$ cat config.mk
export PLATFORM = sky130hd
export DESIGN_NAME = ccpu_unit
export DESIGN_NICKNAME = d
export VERILOG_FILES = /design/src/include/ccpu_pkg.sv /design/src/verilog/ccpu_unit.sv
export VERILOG_INCLUDE_DIRS = /design/src /design/src/include
export SDC_FILE = /design/constraint.sdc
export NUM_CORES = 1
export LEC_CHECK = 0
export BUFFER_PORTS_ARGS = -buffer_cell sky130_fd_sc_hd__buf_2
export CAP_MARGIN = 20
export CELL_PAD_IN_SITES_DETAIL_PLACEMENT = 1
export CELL_PAD_IN_SITES_GLOBAL_PLACEMENT = 2
export CORE_UTILIZATION = 32
export DETAILED_ROUTE_END_ITERATION = 10
export HOLD_SLACK_MARGIN = 0.12
export PLACE_DENSITY_LB_ADDON = 0.1
export RECOVER_POWER = 100
export SYNTH_ARGS = -nofsm -noshare
export SYNTH_HDL_FRONTEND = slang
export SYNTH_SLANG_ARGS = --single-unit
$ cat constraint.sdc
create_clock -name aclk -period 4.1 [get_ports aclk]
set_clock_uncertainty 0.05 [all_clocks]
set_input_delay 0.205 -clock aclk [delete_from_list [all_inputs] [get_ports aclk]]
set_output_delay 0.205 -clock aclk [all_outputs]
set_load 0.01 [all_outputs]
$ cat src/include/ccpu_cfg.svh
// Register offsets, field positions and reset values of the channel
`ifndef CCPU_CFG_SVH
`define CCPU_CFG_SVH
`define CCPU_ADDR_W 8
`define CCPU_OFF_CTRL 8'h00
`define CCPU_OFF_VLO 8'h04
`define CCPU_OFF_VHI 8'h08
`define CCPU_OFF_TSEL 8'h0c
`define CCPU_OFF_STAT 8'h10
`define CCPU_OFF_CFG 8'h14
`define CCPU_OFF_PR 4'h2
`define CCPU_OFF_TCON 4'h3
`define CCPU_OFF_TCNT 4'h4
`define CCPU_CTRL_EN 7
`define CCPU_CTRL_OUT 5
`define CCPU_CTRL_FMT 4
`define CCPU_TCON_ON 7
`define CCPU_TCON_PS 4
`define CCPU_CFG_ADC 0
`define CCPU_CFG_WAKE 1
`define CCPU_RST_BYTE 8'h00
`define CCPU_RST_PR 8'hff
`define CCPU_NTIMERS 3
`define CCPU_QMAX 2'h3
`define CCPU_RESP_OK 2'h0
`define CCPU_RESP_ERR 2'h2
`endif

$ cat src/include/ccpu_pkg.sv
// Types shared by the capture/compare/PWM channel
package ccpu_pkg;
    typedef enum logic [3:0] {
        CCPU_OFF = 4'h0,
        CCPU_CMP_TOG_CLR = 4'h1,
        CCPU_CMP_TOG = 4'h2,
        CCPU_CAP_ANY = 4'h3,
        CCPU_CAP_FALL = 4'h4,
        CCPU_CAP_RISE = 4'h5,
        CCPU_CAP_RISE4 = 4'h6,
        CCPU_CAP_RISE16 = 4'h7,
        CCPU_CMP_SET = 4'h8,
        CCPU_CMP_CLR = 4'h9,
        CCPU_CMP_PULSE = 4'ha,
        CCPU_CMP_PULSE_CLR = 4'hb,
        CCPU_PWM = 4'hf
    } ccpu_mode_t;
endpackage

$ cat src/verilog/ccpu_unit.sv
// Capture/compare/PWM channel with three period timers and AXI4-Lite registers
//
// Added by the designer: register access over AXI4-Lite and the register addresses.
`timescale 1ns/1ps
`default_nettype none
`include "ccpu_cfg.svh"
module ccpu_unit (
    input wire logic aclk,
    input wire logic aresetn,
    input wire logic [7:0] s_axi_awaddr,
    input wire logic s_axi_awvalid,
    output logic s_axi_awready,
    input wire logic [31:0] s_axi_wdata,
    input wire logic [3:0] s_axi_wstrb,
    input wire logic s_axi_wvalid,
    output logic s_axi_wready,
    output logic [1:0] s_axi_bresp,
    output logic s_axi_bvalid,
    input wire logic s_axi_bready,
    input wire logic [7:0] s_axi_araddr,
    input wire logic s_axi_arvalid,
    output logic s_axi_arready,
    output logic [31:0] s_axi_rdata,
    output logic [1:0] s_axi_rresp,
    output logic s_axi_rvalid,
    input wire logic s_axi_rready,
    input wire logic [15:0] sixteen_bit_timer,
    input wire logic timer16_ext_clk,
    input wire logic sleep,
    input wire logic capture_in,
    output logic timer16_clear,
    output logic timer16_hold,
    output logic adc_trigger,
    output logic wake_req,
    output logic channel_pin,
    output logic channel_out
);
    // ****************************************
    // Helpers
    // ****************************************
    // Last prescaler count before the timer steps
    function automatic logic [6:0] ps_max(input logic [2:0] ps);
        logic [7:0] one;
        one = 8'h01 << ps;
        return 7'(one - 8'h01);
    endfunction
    // Two low time-base bits: clock phase at 1:1, prescaler bit 0 and phase bit 1 at 1:2, prescaler bits otherwise
    function automatic logic [1:0] tb_low(input logic [2:0] ps, input logic [6:0] pc,
                                          input logic [1:0] ph);
        logic [8:0] full;
        full = {pc, ph} >> ps;
        return full[1:0];
    endfunction

    // ****************************************
    // State
    // ****************************************
    logic aw_have, w_have, ctl_en, ctl_fmt, ev_flag, adc_sel, wake_en;
    logic out_q, match_d, pend_clr, pulse_on, cap_s1, cap_s2, cap_s3;
    logic [7:0] aw_addr, w_data, val_lo, val_hi;
    logic [3:0] ctl_mode, cap_cnt;
    logic [1:0] tsel, phase;
    logic [2:0] tm_flag, ton;
    logic [9:0] duty_buf;
    logic [7:0] pr [0:2];
    logic [7:0] tmr [0:2];
    logic [6:0] pcnt [0:2];
    logic [2:0] tps [0:2];
    logic next_awready, next_wready, next_bvalid, next_arready, next_rvalid;
    logic [1:0] next_bresp, next_rresp;
    logic [31:0] next_rdata;
    logic next_aw_have, next_w_have, next_ctl_en, next_ctl_fmt, next_ev_flag;
    logic next_adc_sel, next_wake_en, next_out_q, next_match_d, next_pend_clr;
    logic next_pulse_on, next_t16_clear, next_t16_hold, next_adc_trig, next_wake;
    logic [7:0] next_aw_addr, next_w_data, next_val_lo, next_val_hi;
    logic [3:0] next_ctl_mode, next_cap_cnt;
    logic [1:0] next_tsel, next_phase;
    logic [2:0] next_tm_flag, next_ton;
    logic [9:0] next_duty_buf;
    logic [7:0] next_pr [0:2];
    logic [7:0] next_tmr [0:2];
    logic [6:0] next_pcnt [0:2];
    logic [2:0] next_tps [0:2];

    // Capture pin synchroniser; first stage feeds only the second
    always_ff @(posedge aclk) begin
        cap_s1 <= capture_in;
        cap_s2 <= cap_s1;
        cap_s3 <= cap_s2;
    end

    // ****************************************
    // Next-state logic
    // ****************************************
    always_comb begin
        logic tick, run, wr, rd, hit_sel, step, match, evt, cap_evt, rise, fall;
        logic [2:0] hit, wclr;
        logic [7:0] wa, ra;
        logic [1:0] ridx, widx;
        logic [9:0] duty_new, tbase;
        logic [15:0] value;
        ccpu_pkg::ccpu_mode_t mode;
        next_awready = s_axi_awready;
        next_wready = s_axi_wready;
        next_bvalid = s_axi_bvalid;
        next_bresp = s_axi_bresp;
        next_arready = s_axi_arready;
        next_rvalid = s_axi_rvalid;
        next_rresp = s_axi_rresp;
        next_rdata = s_axi_rdata;
        next_aw_have = aw_have;
        next_w_have = w_have;
        next_aw_addr = aw_addr;
        next_w_data = w_data;
        next_ctl_en = ctl_en;
        next_ctl_fmt = ctl_fmt;
        next_ctl_mode = ctl_mode;
        next_val_lo = val_lo;
        next_val_hi = val_hi;
        next_tsel = tsel;
        next_adc_sel = adc_sel;
        next_wake_en = wake_en;
        next_ton = ton;
        next_pr = pr;
        next_tps = tps;
        next_tmr = tmr;
        next_pcnt = pcnt;
        next_duty_buf = duty_buf;
        next_out_q = out_q;
        next_pulse_on = 1'b0;
        next_cap_cnt = cap_cnt;
        next_pend_clr = 1'b0;
        hit = 3'h0;
        wclr = 3'h0;
        evt = 1'b0;
        cap_evt = 1'b0;
        mode = ccpu_pkg::ccpu_mode_t'(ctl_mode);
        value = {val_hi, val_lo};
        // Sixteen-bit timer is told to hold in sleep unless externally clocked
        next_t16_hold = sleep & ~timer16_ext_clk;
        run = ~sleep | timer16_ext_clk;
        // Instruction-clock phase; the period timers stop in sleep
        next_phase = phase + 2'h1;
        tick = (phase == `CCPU_QMAX) & ~sleep;
        for (int i = 0; i < `CCPU_NTIMERS; i++) begin
            step = ton[i] & tick & (pcnt[i] == ps_max(tps[i]));
            if (ton[i] && tick) begin
                next_pcnt[i] = step ? 7'h00 : 7'(pcnt[i] + 7'h01);
            end
            // Period match clears the timer on the next step, no postscaler
            if (step && tmr[i] == pr[i]) begin
                hit[i] = 1'b1;
                next_tmr[i] = 8'h00;
            end else if (step) begin
                next_tmr[i] = 8'(tmr[i] + 8'h01);
            end
        end
        // ---- AXI4-Lite address and data capture ----
        if (s_axi_awvalid && s_axi_awready) begin
            next_aw_have = 1'b1;
            next_aw_addr = s_axi_awaddr;
        end
        if (s_axi_wvalid && s_axi_wready) begin
            next_w_have = 1'b1;
            next_w_data = s_axi_wstrb[0] ? s_axi_wdata[7:0] : w_data;
        end
        if (s_axi_bvalid && s_axi_bready) begin
            next_bvalid = 1'b0;
        end
        wr = aw_have & w_have & ~s_axi_bvalid;
        wa = aw_addr;
        widx = wa[3:2];
        if (wr) begin
            next_aw_have = 1'b0;
            next_w_have = 1'b0;
            next_bvalid = 1'b1;
            next_bresp = `CCPU_RESP_OK;
            if (wa == `CCPU_OFF_CTRL) begin
                next_ctl_en = w_data[`CCPU_CTRL_EN];
                next_ctl_fmt = w_data[`CCPU_CTRL_FMT];
                next_ctl_mode = w_data[3:0];
                if (w_data == `CCPU_RST_BYTE) begin
                    next_out_q = 1'b0;
                end
            end else if (wa == `CCPU_OFF_VLO) begin
                next_val_lo = w_data;
            end else if (wa == `CCPU_OFF_VHI) begin
                next_val_hi = w_data;
            end else if (wa == `CCPU_OFF_TSEL) begin
                next_tsel = (w_data[1:0] == 2'h3) ? 2'h0 : w_data[1:0];
            end else if (wa == `CCPU_OFF_STAT) begin
                wclr = w_data[3:1];
            end else if (wa == `CCPU_OFF_CFG) begin
                next_adc_sel = w_data[`CCPU_CFG_ADC];
                next_wake_en = w_data[`CCPU_CFG_WAKE];
            end else if (wa[7:4] == `CCPU_OFF_PR && widx != 2'h3) begin
                next_pr[widx] = w_data;
            end else if (wa[7:4] == `CCPU_OFF_TCON && widx != 2'h3) begin
                next_ton[widx] = w_data[`CCPU_TCON_ON];
                next_tps[widx] = w_data[`CCPU_TCON_PS +: 3];
            end else if (wa[7:4] == `CCPU_OFF_TCNT && widx != 2'h3) begin
                next_tmr[widx] = w_data;
            end else begin
                next_bresp = `CCPU_RESP_ERR;
            end
        end
        next_awready = ~next_aw_have;
        next_wready = ~next_w_have;
        // ---- AXI4-Lite read ----
        rd = s_axi_arvalid & s_axi_arready;
        ra = s_axi_araddr;
        ridx = ra[3:2];
        if (s_axi_rvalid && s_axi_rready) begin
            next_rvalid = 1'b0;
            next_arready = 1'b1;
        end
        if (rd) begin
            next_rvalid = 1'b1;
            next_arready = 1'b0;
            next_rresp = `CCPU_RESP_OK;
            next_rdata = 32'h0000_0000;
            if (ra == `CCPU_OFF_CTRL) begin
                next_rdata[7:0] = {ctl_en, 1'b0, out_q, ctl_fmt, ctl_mode};
            end else if (ra == `CCPU_OFF_VLO) begin
                next_rdata[7:0] = val_lo;
            end else if (ra == `CCPU_OFF_VHI) begin
                next_rdata[7:0] = val_hi;
            end else if (ra == `CCPU_OFF_TSEL) begin
                next_rdata[1:0] = tsel;
            end else if (ra == `CCPU_OFF_STAT) begin
                next_rdata[3:0] = {tm_flag, ev_flag};
            end else if (ra == `CCPU_OFF_CFG) begin
                next_rdata[1:0] = {wake_en, adc_sel};
            end else if (ra[7:4] == `CCPU_OFF_PR && ridx != 2'h3) begin
                next_rdata[7:0] = pr[ridx];
            end else if (ra[7:4] == `CCPU_OFF_TCON && ridx != 2'h3) begin
                next_rdata[7:0] = {ton[ridx], tps[ridx], 4'h0};
            end else if (ra[7:4] == `CCPU_OFF_TCNT && ridx != 2'h3) begin
                next_rdata[7:0] = tmr[ridx];
            end else begin
                next_rresp = `CCPU_RESP_ERR;
            end
        end
        // ---- Channel modes ----
        match = ctl_en & run & (value == sixteen_bit_timer);
        rise = cap_s2 & ~cap_s3;
        fall = ~cap_s2 & cap_s3;
        hit_sel = hit[tsel];
        // Time base after this edge, so the pin falls as the count reaches the duty
        tbase = {next_tmr[tsel], tb_low(tps[tsel], next_pcnt[tsel], next_phase)};
        duty_new = ctl_fmt ? {val_hi, val_lo[7:6]} : {val_hi[1:0], val_lo};
        if (pulse_on) begin
            next_out_q = 1'b0;
        end
        unique case (mode)
            ccpu_pkg::CCPU_OFF: begin
                next_out_q = 1'b0;
                next_cap_cnt = 4'h0;
                match = 1'b0;
            end
            ccpu_pkg::CCPU_CMP_SET, ccpu_pkg::CCPU_CMP_CLR, ccpu_pkg::CCPU_CMP_TOG,
            ccpu_pkg::CCPU_CMP_TOG_CLR, ccpu_pkg::CCPU_CMP_PULSE,
            ccpu_pkg::CCPU_CMP_PULSE_CLR: begin
                next_cap_cnt = 4'h0;
                evt = match & ~match_d;
                if (evt) begin
                    unique case (mode)
                        ccpu_pkg::CCPU_CMP_SET: next_out_q = 1'b1;
                        ccpu_pkg::CCPU_CMP_CLR: next_out_q = 1'b0;
                        ccpu_pkg::CCPU_CMP_TOG, ccpu_pkg::CCPU_CMP_TOG_CLR: begin
                            next_out_q = ~out_q;
                        end
                        default: begin
                            next_out_q = 1'b1;
                            next_pulse_on = 1'b1;
                        end
                    endcase
                    next_pend_clr = (mode == ccpu_pkg::CCPU_CMP_TOG_CLR) |
                                    (mode == ccpu_pkg::CCPU_CMP_PULSE_CLR);
                end
            end
            ccpu_pkg::CCPU_CAP_ANY, ccpu_pkg::CCPU_CAP_FALL, ccpu_pkg::CCPU_CAP_RISE,
            ccpu_pkg::CCPU_CAP_RISE4, ccpu_pkg::CCPU_CAP_RISE16: begin
                match = 1'b0;
                if (ctl_en && run) begin
                    if (mode == ccpu_pkg::CCPU_CAP_ANY) begin
                        cap_evt = rise | fall;
                    end else if (mode == ccpu_pkg::CCPU_CAP_FALL) begin
                        cap_evt = fall;
                    end else if (mode == ccpu_pkg::CCPU_CAP_RISE) begin
                        cap_evt = rise;
                    end else if (rise) begin
                        next_cap_cnt = 4'(cap_cnt + 4'h1);
                        cap_evt = (mode == ccpu_pkg::CCPU_CAP_RISE4) ?
                                  (cap_cnt[1:0] == 2'h3) : (cap_cnt == 4'hf);
                    end
                end
                evt = cap_evt;
            end
            ccpu_pkg::CCPU_PWM: begin
                next_cap_cnt = 4'h0;
                match = 1'b0;
                if (ctl_en && hit_sel) begin
                    next_duty_buf = duty_new;
                    next_out_q = (duty_new != 10'h000);
                end else if (ctl_en && ton[tsel] && !sleep && tbase == duty_buf) begin
                    next_out_q = 1'b0;
                end
            end
            default: begin
                next_cap_cnt = 4'h0;
                match = 1'b0;
            end
        endcase
        // Capture stores the count over any software write of the pair
        if (cap_evt) begin
            next_val_hi = sixteen_bit_timer[15:8];
            next_val_lo = sixteen_bit_timer[7:0];
        end
        next_match_d = match;
        // Timer reset only if the match still stands one edge later
        next_t16_clear = pend_clr & ctl_en & (value == sixteen_bit_timer);
        next_adc_trig = evt & adc_sel;
        next_wake = evt & wake_en & sleep;
        // Sticky flags; a set in the clearing cycle wins
        next_ev_flag = ev_flag | evt;
        if (wr && wa == `CCPU_OFF_STAT && w_data[0] && !evt) begin
            next_ev_flag = 1'b0;
        end
        next_tm_flag = (tm_flag & ~wclr) | hit;
    end

    // ****************************************
    // Registers
    // ****************************************
    always_ff @(posedge aclk) begin
        if (!aresetn) begin
            s_axi_awready <= 1'b1;
            s_axi_wready <= 1'b1;
            s_axi_bvalid <= 1'b0;
            s_axi_bresp <= `CCPU_RESP_OK;
            s_axi_arready <= 1'b1;
            s_axi_rvalid <= 1'b0;
            s_axi_rresp <= `CCPU_RESP_OK;
            s_axi_rdata <= 32'h0000_0000;
            aw_have <= 1'b0;
            w_have <= 1'b0;
            aw_addr <= `CCPU_RST_BYTE;
            w_data <= `CCPU_RST_BYTE;
            ctl_en <= 1'b0;
            ctl_fmt <= 1'b0;
            ctl_mode <= 4'h0;
            val_lo <= `CCPU_RST_BYTE;
            val_hi <= `CCPU_RST_BYTE;
            tsel <= 2'h0;
            adc_sel <= 1'b0;
            wake_en <= 1'b0;
            ev_flag <= 1'b0;
            tm_flag <= 3'h0;
            ton <= 3'h0;
            phase <= 2'h0;
            duty_buf <= 10'h000;
            out_q <= 1'b0;
            match_d <= 1'b0;
            pend_clr <= 1'b0;
            pulse_on <= 1'b0;
            cap_cnt <= 4'h0;
            timer16_clear <= 1'b0;
            timer16_hold <= 1'b0;
            adc_trigger <= 1'b0;
            wake_req <= 1'b0;
            channel_pin <= 1'b0;
            channel_out <= 1'b0;
            for (int i = 0; i < `CCPU_NTIMERS; i++) begin
                pr[i] <= `CCPU_RST_PR;
                tps[i] <= 3'h0;
                tmr[i] <= `CCPU_RST_BYTE;
                pcnt[i] <= 7'h00;
            end
        end else begin
            s_axi_awready <= next_awready;
            s_axi_wready <= next_wready;
            s_axi_bvalid <= next_bvalid;
            s_axi_bresp <= next_bresp;
            s_axi_arready <= next_arready;
            s_axi_rvalid <= next_rvalid;
            s_axi_rresp <= next_rresp;
            s_axi_rdata <= next_rdata;
            aw_have <= next_aw_have;
            w_have <= next_w_have;
            aw_addr <= next_aw_addr;
            w_data <= next_w_data;
            ctl_en <= next_ctl_en;
            ctl_fmt <= next_ctl_fmt;
            ctl_mode <= next_ctl_mode;
            val_lo <= next_val_lo;
            val_hi <= next_val_hi;
            tsel <= next_tsel;
            adc_sel <= next_adc_sel;
            wake_en <= next_wake_en;
            ev_flag <= next_ev_flag;
            tm_flag <= next_tm_flag;
            ton <= next_ton;
            phase <= next_phase;
            duty_buf <= next_duty_buf;
            out_q <= next_out_q;
            match_d <= next_match_d;
            pend_clr <= next_pend_clr;
            pulse_on <= next_pulse_on;
            cap_cnt <= next_cap_cnt;
            timer16_clear <= next_t16_clear;
            timer16_hold <= next_t16_hold;
            adc_trigger <= next_adc_trig;
            wake_req <= next_wake;
            channel_pin <= next_out_q;
            channel_out <= next_out_q;
            pr <= next_pr;
            tps <= next_tps;
            tmr <= next_tmr;
            pcnt <= next_pcnt;
        end
    end
endmodule
`default_nettype wire

==> reports/results.ini <==
[floorplanning]
core_region_area_sq_mm=0.03270
die_height_microns=184.9
num_rows=66
die_w_microns=184.9
initial_utilization=0.3272
ioPinCount=125
die-area_sq_mm=0.03417

[logic_synthesis]
ys_seq_elements=171
async_reset_ff_frac=0
ys_top_cells_by_area=dfxtp_1, nand2_1, mux2i_1
synth_cells=1388
ys.warnings.count=0
syn_area_sq_mm=0.01070
yosys.area_share.simple=0.2678
synth_mux_area_frac=0.06479
synth_largest_area_cell=dfxtp_1
synth_top_family_by_area=simple AND/OR/NAND/NOR gates
post-synth-top-count-cell=nand2_1
synth_common_cells=nand2_1, dfxtp_1, nor2_1
synth.top_cell.area_share=0.3200
avgSynthCellArea_sq_um=7.708
ys_types=92
synthXorXnorAreaFrac=0.06713
synth_compound_area_frac=0.2070
synth_ff_type=dfxtp_1
synth-adder-area-share=0.01169
synth_edf_count=0
synth-seq-area-share=0.3200

[route]
dr.pass1.iters=5
drcViolationCount=0
wl_per_cell_microns=22.61
ant_nets=0
wl_mm=43.67
viasPerCell=5.526
vias=10670
initialDrtViolationCount=725

[placed_design]
place_area_sq_mm=0.01148
place_inst=1854
portBuffers=71
pre_cts_ws_ns=0.5063
routabilityCongestion=0.8351
place_hpwl_mm=31.87

[power]
power.internal_mw=2.634
pwr-share-comb=0.095
switching_share=0.2805
max-vdd-ir-drop_v=0.0003094
power.leakage_nw=4.591
switchingPower_mw=1.027
power_mw=3.661
pwr-share-seq=0.467
power.density_mw_per_mm2=294.6
clkPwrFrac=0.438

[worst_setup_path]
r2r_start=phase[0]
cp_max_fo=9
critPathBufInv=0
required_ns=4.40
crit_arrival_ns=4.05
cpPeakStageDelay_ns=0.80
path_cells=ha_1, and2b_1, nand2_1, or4_1, o21ai_1, o221a_2, a22o_1, nor2_1, o311ai_0, xor2_1, a31oi_1
cpLargestDelayFamily=compound AO/OA/AOI/OAI gates
critPathLaunch=phase[0]
path_class=flip-flop to flip-flop
slowest_stage=or4_1
startpoint_type=flip-flop
crit_path_end_kind=flip-flop

[clock_tree]
clk_pin_slew_ns=0.08
postCtsSetupRepairBufs=0
h-tree-depth=4
cts-root-buf=clkbuf_16
cts_sinks=171
cts_tree=built
clk_path_buf_depth=2
cts_hold_buf=44
clock_latency_ns=0.47
cts-resized-gates=0
numCtsBuffers=17

[timing]
layout_setup_ws_ns=0.3440
tns_ns=0
rsz0062_at_grt=no
slew_viol_final=117
setup_viol=0
fin_crit_sh=0.9161
tightest_slew_ns=2.873
slew_headroom=-0.9154
whs_ns=0.1858
hold_violations=0
final.min_clock_period_ns=3.756
fmax_mhz=266.2

[finish]
antenna_cells=0
final_util=0.3799
stdcell_area_sq_mm=0.01242
final_cells=1931
area_growth_pct=16.13
fin_nets=1564
drive_gt1_frac=0.1034

[grt]
grt_start_max_net_pins=62
antenna_found_initial=0
grt_pass1_vias=10660
gr-total-overflow=0
grt_pass1_wl_mm=66.53
grt_use_total=0.2638

[run]
cap_violations=2

[min_path]
min-delay-start=s_axi_awvalid
hold_path.class=input pin to flip-flop

[run_status]
status=complete, but fails checks
violations=max-capacitance violations, max-slew violations

cells in the final DEF (no fill, tap or decap), types with 13 or more instances in the layout:
| cell | Yosys | routed |
|---|---|---|
| nor4_1 | 17 | 17 |
| a21oi_1 | 95 | 95 |
| xnor2_1 | 22 | 22 |
| o21ai_0 | 51 | 51 |
| and3_1 | 19 | 19 |
| mux2i_1 | 58 | 58 |
| nand4_1 | 18 | 18 |
| nor2b_1 | 13 | 13 |
| inv_1 | 24 | 23 |
| dfxtp_1 | 171 | 171 |
| a311oi_1 | 17 | 17 |
| nor2_1 | 149 | 149 |
| clkbuf_16 | 0 | 17 |
| nand3_1 | 78 | 78 |
| nand2_1 | 190 | 190 |
| and2_1 | 22 | 17 |
| buf_4 | 28 | 38 |
| xor2_1 | 60 | 60 |
| nor3_1 | 34 | 33 |
| clkbuf_1 | 71 | 25 |
| conb_1 | 1 | 26 |
| a211oi_1 | 16 | 16 |
| dlygate4sd3_1 | 0 | 44 |
| a31oi_1 | 23 | 22 |
| buf_2 | 8 | 49 |
registers in the layout, indices dropped and copies added, names as in the netlist, 2 cells and up:
name	cells
tmr	24
tm_flag	3
s_axi_rdata	8
tps	9
phase	2
duty_buf	10
ton	3
val_lo	8
val_hi	8
w_data	8
ctl_mode	4
cap_cnt	4
pr	24
aw_addr	8
pcnt	21
tsel	2
layer usage:
| metal | part of all wire | up-vias | GRT usage | routed length (microns) |
|---|---|---|---|---|
| li1 | - | 5126 | - | - |
| met1 | 0.47 | 5206 | 0.3547 | 20480 |
| met2 | 0.45 | 280 | 0.4123 | 19590 |
| met3 | 0.053 | 58 | 0.05387 | 2303 |
| met4 | 0.030 | 0 | 0.1005 | 1301 |
| met5 | 0 | - | 0 | 0 |
power by group through the flow:
stage	combinational, mW	clock, mW	sequential [mW]
3_3_place_gp	0.315	0	1.75
4_1_cts	0.351	1.65	1.71
2_1_floorplan	0.192	0	1.75
5_1_grt	0.376	1.72	1.71
6_report	0.347	1.60	1.71
3_5_place_dp	0.317	0	1.75
cell type report:
cell class	count	area [sq um]
clock buffers	19	452.9
well taps	442	553.0
multi-input cells	1104	6714
fillers	4028	20280
flip-flops and latches	171	3423
inverters	24	91.34
repair buffers	158	1082
clock inverters	13	107.6
logic make-up after synthesis:
kind of cell | Yosys count
mux | 67
simple gates | 598
fa+ha+maj | 10
buf+inv | 138
xor+xnor | 82
other cells | 1
flops | 171
compound gates | 321
path summary, 6_finish.rpt:
check | depth (start not counted) | slack, ns | to
setup / recovery | 11 | 0.34 | out_q
hold / removal | 4 | 0.19 | aw_addr[3]
setup reg to reg | 11 | 0.34 | out_q
hold reg to reg | 0 | 0.29 | cap_s2
worst register-to-register path: stages, from the launching register on:
cell and delay, ns:
dfxtp_1 0.37, ha_1 0.23, and2b_1 0.29, nand2_1 0.23, or4_1 0.80, o21ai_1 0.41, o221a_2 0.27, a22o_1 0.20
nor2_1 0.06, o311ai_0 0.45, xor2_1 0.19, a31oi_1 0.09
No activity file was read; power rests on OpenSTA's default activity.
